<file path="src/common/iommu_diag_consts.svh">
// Purpose: Offsets, field positions, resets for the cache diagnostic block
// Assumes: 12-bit byte address on the register bus
// Notes:   Definitions only
`ifndef IOMMU_DIAG_CONSTS_SVH
`define IOMMU_DIAG_CONSTS_SVH
// ----------------------------------------
// Register offsets
// ----------------------------------------
`define OFS_GRP_CTRL     12'h080
`define OFS_DIAG_CTRL    12'h0C0
`define OFS_DIAG_DATA0   12'h0C4
`define OFS_DIAG_DATA7   12'h0E0
`define OFS_DIAG_TAG     12'h0E4
`define OFS_DATA_INJ     12'h0E8
`define OFS_TAG_INJ      12'h0EC
`define OFS_ACC_CTRL     12'h100
`define OFS_IRQ_STATUS   12'h140
`define OFS_IRQ_CLEAR    12'h144
`define OFS_IRQ_ENABLE   12'h148
`define OFS_BLK_FLUSH    8'h00
`define OFS_BLK_STATUS   8'h04
`define OFS_BLK_GRP      8'h80
// ----------------------------------------
// Field positions and sizes
// ----------------------------------------
`define BIT_GO           31
`define BIT_DIR          30
`define BIT_DPAR         21
`define BIT_TPAR         20
`define SET_MSB          18
`define BIT_FLUSH_OK     18
`define BIT_STATUS_OK    17
`define BIT_RSV16        16
`define NUM_BLK          4
`define NUM_GRP          8
`define NUM_WORDS        8
`define ACC_MASK         32'h0007FFFF
`define GRP_MASK         32'hFFFFFFF3
// ----------------------------------------
// Reset values and responses
// ----------------------------------------
`define RST_WORD         32'h00000000
`define RESP_OKAY        2'h0
`define RESP_SLVERR      2'h2
`endif

</file>
<file path="src/common/iommu_diag_pkg.sv">
// Purpose: Types for the cache diagnostic block
// Assumes: Nothing
// Notes:   Constants live in iommu_diag_consts.svh
package iommu_diag_pkg;
	typedef logic [31:0] word_t;
	typedef enum logic {ST_IDLE, ST_WAIT} diag_state_t;
endpackage : iommu_diag_pkg

</file>
<file path="src/verilog/iommu_cache_diag.sv">
// Purpose: Cache diagnostic access, parity injection, block write permits
// Assumes: AXI4-Lite slave, one write and one read in flight at most
// Notes:   Contract
// Contract
// - Go bit starts op, clears when done
// - Go with direction one reads set
// - Go with direction zero writes staging
// - Data RAM parity error sets flag
// - Tag RAM parity error sets flag
// - Set address change clears staging
// - Diagnostic registers need diagnostic enable
// - Eight data words from 0xC4
// - Protection vector stored bit reversed
// - Tag in 31:1, valid bit 0
// - Data inject bits XOR byte parity
// - Tag inject bits XOR byte parity
// - Bit 18 permits block flush writes
// - Bit 17 permits block status writes
// - Bits 7:0 permit group control writes; only block-window writes are checked, direct ones at 0x80 plus 4n are not
// - Group control n at 0x80 plus 4n
//
// Register access over AXI4-Lite was chosen for this implementation.
`timescale 1ns/1ps
`default_nettype none
`include "iommu_diag_consts.svh"
module iommu_cache_diag import iommu_diag_pkg::*; (
	input  wire logic         mclk,          // 50 MHz clock
	input  wire logic         rst_b,         // Async reset
	input  wire logic         ce,            // Clock enable
	input  wire logic         diag_en,       // Diagnostic enable bit
	input  wire logic [11:0]  awaddr,        // Write address
	input  wire logic         awvalid,       // Write address valid
	output logic              awready,       // Write address ready
	input  wire logic [31:0]  wdata,         // Write data
	input  wire logic [3:0]   wstrb,         // Byte enables
	input  wire logic         wvalid,        // Write data valid
	output logic              wready,        // Write data ready
	output logic [1:0]        bresp,         // Write response
	output logic              bvalid,        // Write response valid
	input  wire logic         bready,        // Write response ready
	input  wire logic [11:0]  araddr,        // Read address
	input  wire logic         arvalid,       // Read address valid
	output logic              arready,       // Read address ready
	output logic [31:0]       rdata,         // Read data
	output logic [1:0]        rresp,         // Read response
	output logic              rvalid,        // Read data valid
	input  wire logic         rready,        // Read data ready
	output logic              cache_req,     // Cache RAM request
	output logic              cache_we,      // Cache RAM write
	output logic [18:0]       cache_set,     // Cache set
	output logic [255:0]      cache_wdata,   // Line to write
	output logic [31:0]       cache_wdpar,   // Byte parity of line
	output logic [31:0]       cache_wtag,    // Tag to write
	output logic [3:0]        cache_wtpar,   // Byte parity of tag
	input  wire logic         cache_ack,     // Cache RAM done
	input  wire logic [255:0] cache_rdata,   // Line read
	input  wire logic [31:0]  cache_rdpar,   // Stored line parity
	input  wire logic [31:0]  cache_rtag,    // Tag read
	input  wire logic [3:0]   cache_rtpar,   // Stored tag parity
	input  wire logic         lkup_dpar_err, // Lookup data parity error
	input  wire logic         lkup_tpar_err, // Lookup tag parity error
	input  wire logic         fill_valid,    // Vector fill request
	output logic              fill_ready,    // Fill accepted
	input  wire logic [18:0]  fill_set,      // Fill set
	input  wire logic [127:0] fill_vec,      // Fetched vector
	input  wire logic [31:0]  fill_tag,      // Fill tag
	output logic [3:0]        flush_write_permit,  // Per block
	output logic [3:0]        status_write_permit, // Per block
	output logic [3:0]        flush_req,     // Flush write pulse
	output logic              status_wr,     // Status write pulse
	output logic [1:0]        status_blk,    // Block of status write
	output logic [31:0]       status_wdata,  // Status write data
	output logic [255:0]      grp_ctrl_flat, // Group control 0..7
	output logic              irq            // Interrupt level
);
	// ----------------------------------------
	// Functions
	// ----------------------------------------
	// One even parity bit per byte
	function automatic logic [31:0] byte_par(input logic [255:0] d);
		logic [31:0] p;
		p = '0;
		for (int i = 0; i < 32; i++) begin
			p[i] = ^d[8*i +: 8];
		end
		return p;
	endfunction : byte_par

	// Byte-lane merge of a write
	function automatic word_t merge(input word_t o, input word_t n, input logic [3:0] s);
		word_t r;
		r = o;
		for (int i = 0; i < 4; i++) begin
			if (s[i]) begin
				r[8*i +: 8] = n[8*i +: 8];
			end
		end
		return r;
	endfunction : merge

	// Even parity per byte of a tag word
	function automatic logic [3:0] tag_par(input word_t t);
		logic [3:0] p;
		p = '0;
		for (int i = 0; i < 4; i++) begin
			p[i] = ^t[8*i +: 8];
		end
		return p;
	endfunction : tag_par

	// Bit order reversed, fetched bit 127 lands in bit 0
	function automatic logic [127:0] rev128(input logic [127:0] v);
		logic [127:0] r;
		r = '0;
		for (int i = 0; i < 128; i++) begin
			r[i] = v[127 - i];
		end
		return r;
	endfunction : rev128

	// ----------------------------------------
	// State
	// ----------------------------------------
	diag_state_t          state;
	logic                 dir;
	logic [18:0]          set_addr;
	logic                 dpar;
	logic                 tpar;
	word_t                stage [`NUM_WORDS];
	word_t                stage_tag;
	word_t                dinj;
	word_t                tinj;
	word_t                acc [`NUM_BLK];
	word_t                grp [`NUM_GRP];
	logic [3:0]           irq_st;
	logic [3:0]           irq_en;
	logic                 aw_held;
	logic                 w_held;
	logic [11:0]          aw_a;
	word_t                w_d;
	logic [3:0]           w_s;
	logic                 wr_fire;
	logic [11:0]          a;
	word_t                cur;
	word_t                nw;
	logic                 is_diag;
	logic                 mapped;
	logic                 go_wr;
	logic                 set_chg;
	logic                 rd_done;
	logic                 dp_ev;
	logic                 tp_ev;
	logic                 inhib;
	logic [1:0]           blk;
	logic [7:0]           boff;
	logic [255:0]         line;
	logic [3:0]           next_irq_ev;

	assign wr_fire = aw_held && w_held && !bvalid;
	assign a = aw_a;
	assign blk = a[9:8];
	assign boff = a[7:0];
	assign rd_done = (state == ST_WAIT) && cache_ack && !cache_we;
	assign dp_ev = lkup_dpar_err || (rd_done && (byte_par(cache_rdata) != cache_rdpar));
	assign tp_ev = lkup_tpar_err || (rd_done && (tag_par(cache_rtag) != cache_rtpar));

	// Decode of the write in hand and the value it leaves
	always_comb begin
		is_diag = (a >= `OFS_DIAG_CTRL) && (a <= `OFS_DIAG_TAG);
		mapped = 1'b1;
		inhib = 1'b0;
		cur = `RST_WORD;
		if (a == `OFS_DIAG_CTRL) begin
			cur = {state == ST_WAIT, dir, 10'h000, 1'b0, set_addr};
		end else if (a >= `OFS_DIAG_DATA0 && a <= `OFS_DIAG_DATA7) begin
			cur = stage[3'(a[4:2] - 3'h1)];
		end else if (a == `OFS_DIAG_TAG) begin
			cur = stage_tag;
		end else if (a == `OFS_DATA_INJ) begin
			cur = dinj;
		end else if (a == `OFS_TAG_INJ) begin
			cur = tinj;
		end else if (a[11:4] == `OFS_ACC_CTRL >> 4) begin
			cur = acc[a[3:2]];
		end else if (a[11:5] == `OFS_GRP_CTRL >> 5) begin
			cur = grp[a[4:2]];
		end else if (a == `OFS_IRQ_ENABLE) begin
			cur = {28'h0, irq_en};
		end else if (a[11:10] == 2'h1 && boff == `OFS_BLK_FLUSH) begin
			inhib = !acc[blk][`BIT_FLUSH_OK];
		end else if (a[11:10] == 2'h1 && boff == `OFS_BLK_STATUS) begin
			inhib = !acc[blk][`BIT_STATUS_OK];
		end else if (a[11:10] == 2'h1 && boff[7:5] == `OFS_BLK_GRP >> 5) begin
			cur = grp[boff[4:2]];
			inhib = !acc[blk][boff[4:2]];
		end else if (a != `OFS_IRQ_CLEAR) begin
			mapped = 1'b0;
		end
		nw = merge(cur, w_d, w_s);
		go_wr = wr_fire && diag_en && a == `OFS_DIAG_CTRL && nw[`BIT_GO] && state == ST_IDLE;
		set_chg = wr_fire && diag_en && a == `OFS_DIAG_CTRL && nw[18:0] != set_addr;
	end

	// ----------------------------------------
	// AXI4-Lite write channel
	// ----------------------------------------
	// Hold address and data apart, answer once both are in
	always_ff @(posedge mclk or negedge rst_b) begin
		if (!rst_b) begin
			aw_held <= 1'b0;
			w_held <= 1'b0;
			awready <= 1'b0;
			wready <= 1'b0;
			bvalid <= 1'b0;
			bresp <= `RESP_OKAY;
			aw_a <= 12'h000;
			w_d <= `RST_WORD;
			w_s <= 4'h0;
		end else if (ce) begin
			awready <= !aw_held && !awready && awvalid;
			wready <= !w_held && !wready && wvalid;
			if (awready && awvalid) begin
				aw_held <= 1'b1;
				aw_a <= awaddr;
			end
			if (wready && wvalid) begin
				w_held <= 1'b1;
				w_d <= wdata;
				w_s <= wstrb;
			end
			if (wr_fire) begin
				aw_held <= 1'b0;
				w_held <= 1'b0;
				bvalid <= 1'b1;
				bresp <= (!mapped || (is_diag && !diag_en)) ? `RESP_SLVERR : `RESP_OKAY;
			end else if (bready) begin
				bvalid <= 1'b0;
			end
		end
	end

	// ----------------------------------------
	// Diagnostic control and cache port
	// ----------------------------------------
	// Control fields, go sequencing and vector fill
	always_ff @(posedge mclk or negedge rst_b) begin
		if (!rst_b) begin
			state <= ST_IDLE;
			dir <= 1'b0;
			set_addr <= 19'h00000;
			cache_req <= 1'b0;
			cache_we <= 1'b0;
			cache_set <= 19'h00000;
			cache_wdata <= 256'h0;
			cache_wdpar <= `RST_WORD;
			cache_wtag <= `RST_WORD;
			cache_wtpar <= 4'h0;
			fill_ready <= 1'b0;
		end else if (ce) begin
			fill_ready <= 1'b0;
			if (wr_fire && diag_en && a == `OFS_DIAG_CTRL && state == ST_IDLE) begin
				dir <= nw[`BIT_DIR];
				set_addr <= nw[`SET_MSB:0];
			end
			case (state)
				ST_IDLE: begin
					if (go_wr) begin
						state <= ST_WAIT;
						cache_req <= 1'b1;
						cache_we <= !nw[`BIT_DIR];
						cache_set <= nw[`SET_MSB:0];
						cache_wdata <= line;
						cache_wdpar <= byte_par(line) ^ dinj;
						cache_wtag <= stage_tag;
						cache_wtpar <= tag_par(stage_tag) ^ tinj[3:0];
					end else if (fill_valid && !fill_ready) begin
						state <= ST_WAIT;
						fill_ready <= 1'b1;
						cache_req <= 1'b1;
						cache_we <= 1'b1;
						cache_set <= fill_set;
						cache_wdata <= {128'h0, rev128(fill_vec)};
						cache_wdpar <= byte_par({128'h0, rev128(fill_vec)}) ^ dinj;
						cache_wtag <= fill_tag;
						cache_wtpar <= tag_par(fill_tag) ^ tinj[3:0];
					end
				end
				ST_WAIT: begin
					if (cache_ack) begin
						state <= ST_IDLE;
						cache_req <= 1'b0;
					end
				end
				default: state <= ST_IDLE;
			endcase
		end
	end

	// Staging words packed into one line
	always_comb begin
		for (int i = 0; i < `NUM_WORDS; i++) begin
			line[32*i +: 32] = stage[i];
		end
	end

	// Staging data and tag: RAM read wins, then set change, then software
	always_ff @(posedge mclk or negedge rst_b) begin
		if (!rst_b) begin
			for (int i = 0; i < `NUM_WORDS; i++) begin
				stage[i] <= `RST_WORD;
			end
			stage_tag <= `RST_WORD;
		end else if (ce) begin
			if (rd_done) begin
				for (int i = 0; i < `NUM_WORDS; i++) begin
					stage[i] <= cache_rdata[32*i +: 32];
				end
				stage_tag <= cache_rtag;
			end else if (set_chg) begin
				for (int i = 0; i < `NUM_WORDS; i++) begin
					stage[i] <= `RST_WORD;
				end
				stage_tag <= `RST_WORD;
			end else if (wr_fire && diag_en && state == ST_IDLE) begin
				if (a >= `OFS_DIAG_DATA0 && a <= `OFS_DIAG_DATA7) begin
					stage[3'(a[4:2] - 3'h1)] <= nw;
				end
				if (a == `OFS_DIAG_TAG) begin
					stage_tag <= nw;
				end
			end
		end
	end

	// Parity flags: new go clears, any error sets, set wins
	always_ff @(posedge mclk or negedge rst_b) begin
		if (!rst_b) begin
			dpar <= 1'b0;
			tpar <= 1'b0;
		end else if (ce) begin
			dpar <= dp_ev || (dpar && !go_wr);
			tpar <= tp_ev || (tpar && !go_wr);
		end
	end

	// ----------------------------------------
	// Injection, permits, group control
	// ----------------------------------------
	// Software registers behind the permit checks
	always_ff @(posedge mclk or negedge rst_b) begin
		if (!rst_b) begin
			dinj <= `RST_WORD;
			tinj <= `RST_WORD;
			for (int i = 0; i < `NUM_BLK; i++) begin
				acc[i] <= `RST_WORD;
			end
			for (int i = 0; i < `NUM_GRP; i++) begin
				grp[i] <= `RST_WORD;
			end
		end else if (ce && wr_fire && !inhib) begin
			if (a == `OFS_DATA_INJ) begin
				dinj <= nw;
			end
			if (a == `OFS_TAG_INJ) begin
				tinj <= nw;
			end
			if (a[11:4] == `OFS_ACC_CTRL >> 4) begin
				acc[a[3:2]] <= nw & `ACC_MASK;
			end
			if (a[11:5] == `OFS_GRP_CTRL >> 5) begin
				grp[a[4:2]] <= nw & `GRP_MASK;
			end
			if (a[11:10] == 2'h1 && boff[7:5] == `OFS_BLK_GRP >> 5) begin
				grp[boff[4:2]] <= nw & `GRP_MASK;
			end
		end
	end

	// Pulses toward flush logic and the status register
	always_ff @(posedge mclk or negedge rst_b) begin
		if (!rst_b) begin
			flush_req <= 4'h0;
			status_wr <= 1'b0;
			status_blk <= 2'h0;
			status_wdata <= `RST_WORD;
		end else if (ce) begin
			flush_req <= 4'h0;
			status_wr <= 1'b0;
			if (wr_fire && !inhib && a[11:10] == 2'h1 && boff == `OFS_BLK_FLUSH) begin
				flush_req[blk] <= 1'b1;
			end
			if (wr_fire && !inhib && a[11:10] == 2'h1 && boff == `OFS_BLK_STATUS) begin
				status_wr <= 1'b1;
				status_blk <= blk;
				status_wdata <= nw;
			end
		end
	end

	// Registered copies for the outside
	always_ff @(posedge mclk or negedge rst_b) begin
		if (!rst_b) begin
			flush_write_permit <= 4'h0;
			status_write_permit <= 4'h0;
			grp_ctrl_flat <= 256'h0;
		end else if (ce) begin
			for (int i = 0; i < `NUM_BLK; i++) begin
				flush_write_permit[i] <= acc[i][`BIT_FLUSH_OK];
				status_write_permit[i] <= acc[i][`BIT_STATUS_OK];
			end
			for (int i = 0; i < `NUM_GRP; i++) begin
				grp_ctrl_flat[32*i +: 32] <= grp[i];
			end
		end
	end

	// ----------------------------------------
	// Interrupts
	// ----------------------------------------
	assign next_irq_ev = {inhib && wr_fire, tp_ev, dp_ev, (state == ST_WAIT) && cache_ack};

	// Sticky status, write-one clear, set wins
	always_ff @(posedge mclk or negedge rst_b) begin
		if (!rst_b) begin
			irq_st <= 4'h0;
			irq_en <= 4'h0;
			irq <= 1'b0;
		end else if (ce) begin
			if (wr_fire && a == `OFS_IRQ_ENABLE) begin
				irq_en <= nw[3:0];
			end
			if (wr_fire && a == `OFS_IRQ_CLEAR) begin
				irq_st <= next_irq_ev | (irq_st & ~(w_d[3:0] & {4{w_s[0]}}));
			end else begin
				irq_st <= next_irq_ev | irq_st;
			end
			irq <= |(irq_st & irq_en);
		end
	end

	// ----------------------------------------
	// AXI4-Lite read channel
	// ----------------------------------------
	// One read at a time, answered the cycle after the address
	always_ff @(posedge mclk or negedge rst_b) begin
		if (!rst_b) begin
			arready <= 1'b0;
			rvalid <= 1'b0;
			rdata <= `RST_WORD;
			rresp <= `RESP_OKAY;
		end else if (ce) begin
			arready <= !arready && !rvalid && arvalid;
			if (arready && arvalid) begin
				rvalid <= 1'b1;
				rresp <= `RESP_OKAY;
				rdata <= `RST_WORD;
				if (araddr >= `OFS_DIAG_CTRL && araddr <= `OFS_DIAG_TAG && !diag_en) begin
					rresp <= `RESP_SLVERR;
				end else if (araddr == `OFS_DIAG_CTRL) begin
					rdata <= {state == ST_WAIT, dir, 8'h00, dpar, tpar, 1'b0, set_addr};
				end else if (araddr >= `OFS_DIAG_DATA0 && araddr <= `OFS_DIAG_DATA7) begin
					rdata <= stage[3'(araddr[4:2] - 3'h1)];
				end else if (araddr == `OFS_DIAG_TAG) begin
					rdata <= stage_tag;
				end else if (araddr == `OFS_DATA_INJ) begin
					rdata <= dinj;
				end else if (araddr == `OFS_TAG_INJ) begin
					rdata <= tinj;
				end else if (araddr[11:4] == `OFS_ACC_CTRL >> 4) begin
					rdata <= acc[araddr[3:2]];
				end else if (araddr[11:5] == `OFS_GRP_CTRL >> 5) begin
					rdata <= grp[araddr[4:2]];
				end else if (araddr == `OFS_IRQ_STATUS) begin
					rdata <= {28'h0, irq_st};
				end else if (araddr == `OFS_IRQ_ENABLE) begin
					rdata <= {28'h0, irq_en};
				end else if (araddr != `OFS_IRQ_CLEAR) begin
					rresp <= `RESP_SLVERR;
				end
			end else if (rready) begin
				rvalid <= 1'b0;
			end
		end
	end
endmodule : iommu_cache_diag
`default_nettype wire

</file>
<file path="config.mk">
export PLATFORM = sky130hd
export DESIGN_NAME = iommu_cache_diag
export DESIGN_NICKNAME = d
export VERILOG_FILES = /design/src/common/iommu_diag_pkg.sv /design/src/verilog/iommu_cache_diag.sv
export VERILOG_INCLUDE_DIRS = /design/src /design/src/common
export SDC_FILE = /design/constraint.sdc
export NUM_CORES = 2
export LEC_CHECK = 0
export BUFFER_PORTS_ARGS = -buffer_cell sky130_fd_sc_hd__buf_2
export CAP_MARGIN = 20
export CORE_AREA = 5 5 495 497
export CTS_BUF_LIST = sky130_fd_sc_hd__clkbuf_4 sky130_fd_sc_hd__clkbuf_8
export DETAILED_ROUTE_END_ITERATION = 10
export DIE_AREA = 0 0 500 502
export PLACE_DENSITY = 0.59
export SYNTH_ARGS = -nofsm -noshare
export SYNTH_HDL_FRONTEND = slang
export SYNTH_SLANG_ARGS = --single-unit
</file>
<file path="constraint.sdc">
create_clock -name mclk -period 8.11 [get_ports mclk]
set_input_delay 0.4055 -clock mclk [delete_from_list [all_inputs] [get_ports mclk]]
set_output_delay 0.4055 -clock mclk [all_outputs]
set_load 0.005 [all_outputs]
</file>
==> results.md <==
- EDFF count, synth: 0
- Achievable frequency: roughly 150 MHz
- Ys async rst share: between 90% and 100%
- Fin. max-slew vios: 0
- Post-layout minimum cycle time: 6.73 ns
- Vias in the first global route: between 70000 and 80000
- CP Max Fanout: 56
- Status: complete, no violations
- Hold EP: bresp[1]
- Reg-to-reg critical path endpoint: line[73]
- CTS Root Cell: clkbuf_8
- WP data required: between 8 and 9 ns
- Netlist cell types: between 90 and 100
- Wire length on met2: about 210000 µm
- Hold Startpoint: diag_en
- Critical Path AT: 7.60 ns
- CTS Buffer Depth: 4
- Global-route wire length before repair: 629000 µm
- Drt wl/cell: ~37 µm
- Worst-case reg-to-reg path depth: 14
- Endpoints failing setup: 0
- Final #Nets: between 9000 and 10000
- P_int: around 19 mW
- Antenna violations before repair: 83
- GR Overflow Total: 0
- Die Span Y: 502 µm
- Leading cell type in the layout, fill and taps excluded: dfrtp_1
- Post-synthesis area per instance: 10.5 µm²
- Row Count: between 150 and 200
- Switching share of power: between 40% and 50%
- CTS sink count: between 1000 and 1500
- Flops & latches, synth: 1454
- Resized Gates After CTS: 0
- Core Area: 240000 µm²
- Final period util: 82.9%
- CTS tree: done
- Clk network pwr share: a little under a quarter
- Worst Skew: roughly 0.11 ns
- Clock Latency Late Sink: 1.11 ns
- Slowest stage cell on the critical path: dfrtp_4
- Sequential fraction of the synthesis area: 45.5%
- Leakage: about 47 nW
- WHS Path Cells: 4
- Top layer in use: met5
- Clock slew at reported path FFs: 0.06 ns
- PD cells: about 340 nW/µm²
- Post-Syn Instances: about 7600
- Crit path largest cell delay: 0.91 ns
- Final ANT Viol Nets: 0
- CP Capture Type: flip-flop
- Synth warn: 0
- Worst R2R Start: a[4]
- Metal3 WL: 47500 µm
- Boundary pin count: between 1000 and 1500
- Via density: between 5 and 6
- MaxCap Viol Count: 0
- Post-CTS setup buffers: 0
- Tot GR Track Use: between 30% and 40%
- P_sw: 16.3 mW
- HPWL Detailed: roughly 360000 µm
- Highest-count cells in the layout ignoring fill and taps: dfrtp_1 (1451), buf_2 (1260), nand2_1 (1057)
- DRT met1 WL: ~170000 µm
- Flop-to-flop setup slack: 1.38 ns
- Largest net degree at the start of global routing: between 200 and 300
- IO buf count: 1264
- DR vias: 75500
- Crit path kind: flip-flop to flip-flop
- Most common flop cell mapped by yosys: dfrtp_1
- Worst min-delay path class: primary input to flip-flop
- Crit start category: flip-flop
- Post-synthesis cell area: 79900 µm²
- Die area: around 250000 µm²
- Logic pwr share: about two fifths
- Final hold slack: 0.113 ns
- RSZ-0062 raised after global routing: false
- CTS H-Tree Depth: 5
- Critical Path, Cell by Cell: buf_4 -> xor2_4 -> buf_4 -> nand2_1 -> a21oi_1 -> nor4_1 -> o21ai_0 -> nor3b_1 -> nor4_1 -> nand4_1 -> o211ai_4 -> buf_12 -> and2_1 -> o21ai_0
- Synth-to-layout area growth: 27.1%
- Initial DRC Count: roughly 10000
- Router iterations before antenna repair: 8
- Power Total: around 35 mW
- Hold Violations, Final: 0
- Routability Congestion: between 1 and 1.5
- TNS Setup: 0 ns
- DRC violations left: 0
- Chip width: 500 µm
- Total Wirelength: 468000 µm
- Initial Util: between 30% and 40%
- Share of layout cells above drive strength 1: between 30% and 40%
- Num CTS Buffers: 290
- Worst Max-Slew Pin Slew: 1.28 ns
- Sequential power share: between 30% and 40%
- Hold buffers post-CTS: between 500 and 600
- Slew margin rel.: 14.9%
- Worst IR Drop VDD: between 0.2 and 0.25 mV
## metrics by stage
stage | setup slack (ns) | instances | instance area (µm²) | util [%]
floorplan | 2.61 | 7618 | 79900 | -
global placement | 1.60 | 11600 | 89800 | 37.5
detailed placement | 1.59 | 11600 | 90000 | 37.5
CTS | 1.52 | 12700 | 101000 | 42.3
global route | 1.19 | 12700 | 101000 | 42.3
finish | 1.38 | 12700 | 102000 | 42.3
## worst max path at each step
stage / from / to / slack (ns) / cells after the start
CTS: a[4] / line[73] / 1.52 / 14
global route: a[4] / line[73] / 1.19 / 14
floorplan: a[2] / line[116] / 2.61 / 21
finish: a[4] / line[73] / 1.38 / 14
global placement: a[2] / line[74] / 1.60 / 15
detailed placement: a[2] / line[78] / 1.59 / 15
## cell type report
class | instances | area, µm²
Fill cell | 23200 | 138000
Multi-Input combinational cell | 5480 | 41200
Sequential cell | 1454 | 36400
Timing Repair Buffer | 2019 | 13700
Clock buffer | 447 | 5630
Tap cell | 3185 | 3990
Clock inverter | 41 | 377
Inverter | 45 | 169
Antenna cell | 51 | 128
## cell families (layout without fill, tap and decap cells)
family / Yosys count / in the layout / share of synthesized area (%)
buf+inv: 684 / 2552 / 3.55
mux: 1146 / 1146 / 18.8
flops: 1454 / 1454 / 45.5
xor+xnor: 736 / 736 / 8.07
simple gates: 1762 / 1762 / 9.56
compound gates: 1824 / 1824 / 14.3
fa+ha+maj: 10 / 10 / 0.157
other cells: 1 / 53 / 0.00469
## cells in the mapped netlist (9+ instances only)
master | instances | area (µm²)
mux4_2 | 222 | 5000
nand3b_1 | 16 | 120
mux2_2 | 603 | 6790
o211ai_1 | 28 | 210
ha_1 | 10 | 125
a32oi_1 | 13 | 114
o21ai_0 | 794 | 3970
buf_1 | 39 | 146
nor3b_1 | 12 | 90.1
nor3_1 | 65 | 325
buf_2 | 122 | 611
nand4_1 | 27 | 169
nor4_1 | 13 | 81.3
or3_1 | 9 | 56.3
nor2b_1 | 34 | 213
a22oi_1 | 27 | 203
a32o_1 | 9 | 90.1
a31oi_1 | 98 | 613
o22ai_1 | 24 | 150
a22o_1 | 58 | 508
a211oi_1 | 68 | 510
a21boi_0 | 31 | 233
clkbuf_1 | 451 | 1690
buf_4 | 17 | 128
and2_1 | 17 | 106
nand2_1 | 1058 | 3970
o31a_1 | 20 | 175
nand2b_1 | 21 | 131
xor2_1 | 92 | 806
mux2i_1 | 309 | 3090
o21ai_1 | 51 | 255
a311oi_1 | 14 | 123
nor2_1 | 306 | 1150
and3_1 | 34 | 213
dfrtp_1 | 1454 | 36400
inv_1 | 40 | 150
a2bb2oi_1 | 212 | 1860
mux2_1 | 12 | 135
o31ai_1 | 22 | 165
a221oi_1 | 28 | 245
a21oi_1 | 235 | 1180
xnor2_1 | 643 | 5630
nand3_1 | 103 | 515
## registers in the layout, indices dropped and copies added (netlist names), 2 cells and up
signal,flops
grp,256
w_d,32
rdata,32
cache_wtpar,4
status_wdata,32
flush_write_permit,4
flush_req,4
a,12
cache_wdpar,32
cache_wdata,256
status_blk,2
dinj,32
grp_ctrl_flat,256
acc,76
irq_st,4
irq_en,4
cache_set,19
status_write_permit,4
tinj,32
set_addr,19
w_s,4
cache_wtag,32
stage_tag,32
line,256
## routing by layer
metal,GRT usage (%),vias to the layer above
met2,56.6,5138
li1,-,30700
met4,24.6,30
met5,0.251,-
met3,10.4,1362
met1,42.3,38300
## critical path: cells and delay by family, from the launching register on
| family | cells | cell delay (ns) |
|---|---|---|
| DFF | 1 | 0.91 |
| buffers and inverters | 3 | 1.29 |
| and+or+nand+nor | 6 | 2.01 |
| xor gates and xnor gates | 1 | 0.70 |
| AOI/OAI and AO/OA | 4 | 1.51 |
## power by group through the flow
stage | Sequential [mW] | Combinational (mW) | Clock, mW
floorplan | 10.0 | 7.63 | 0
global placement | 12.1 | 13.7 | 0
detailed placement | 12.2 | 13.9 | 0
CTS | 12.0 | 14.2 | 8.14
global route | 12.1 | 15.0 | 8.46
finish | 12.2 | 14.6 | 8.04
(Power assumes the default switching activity.)
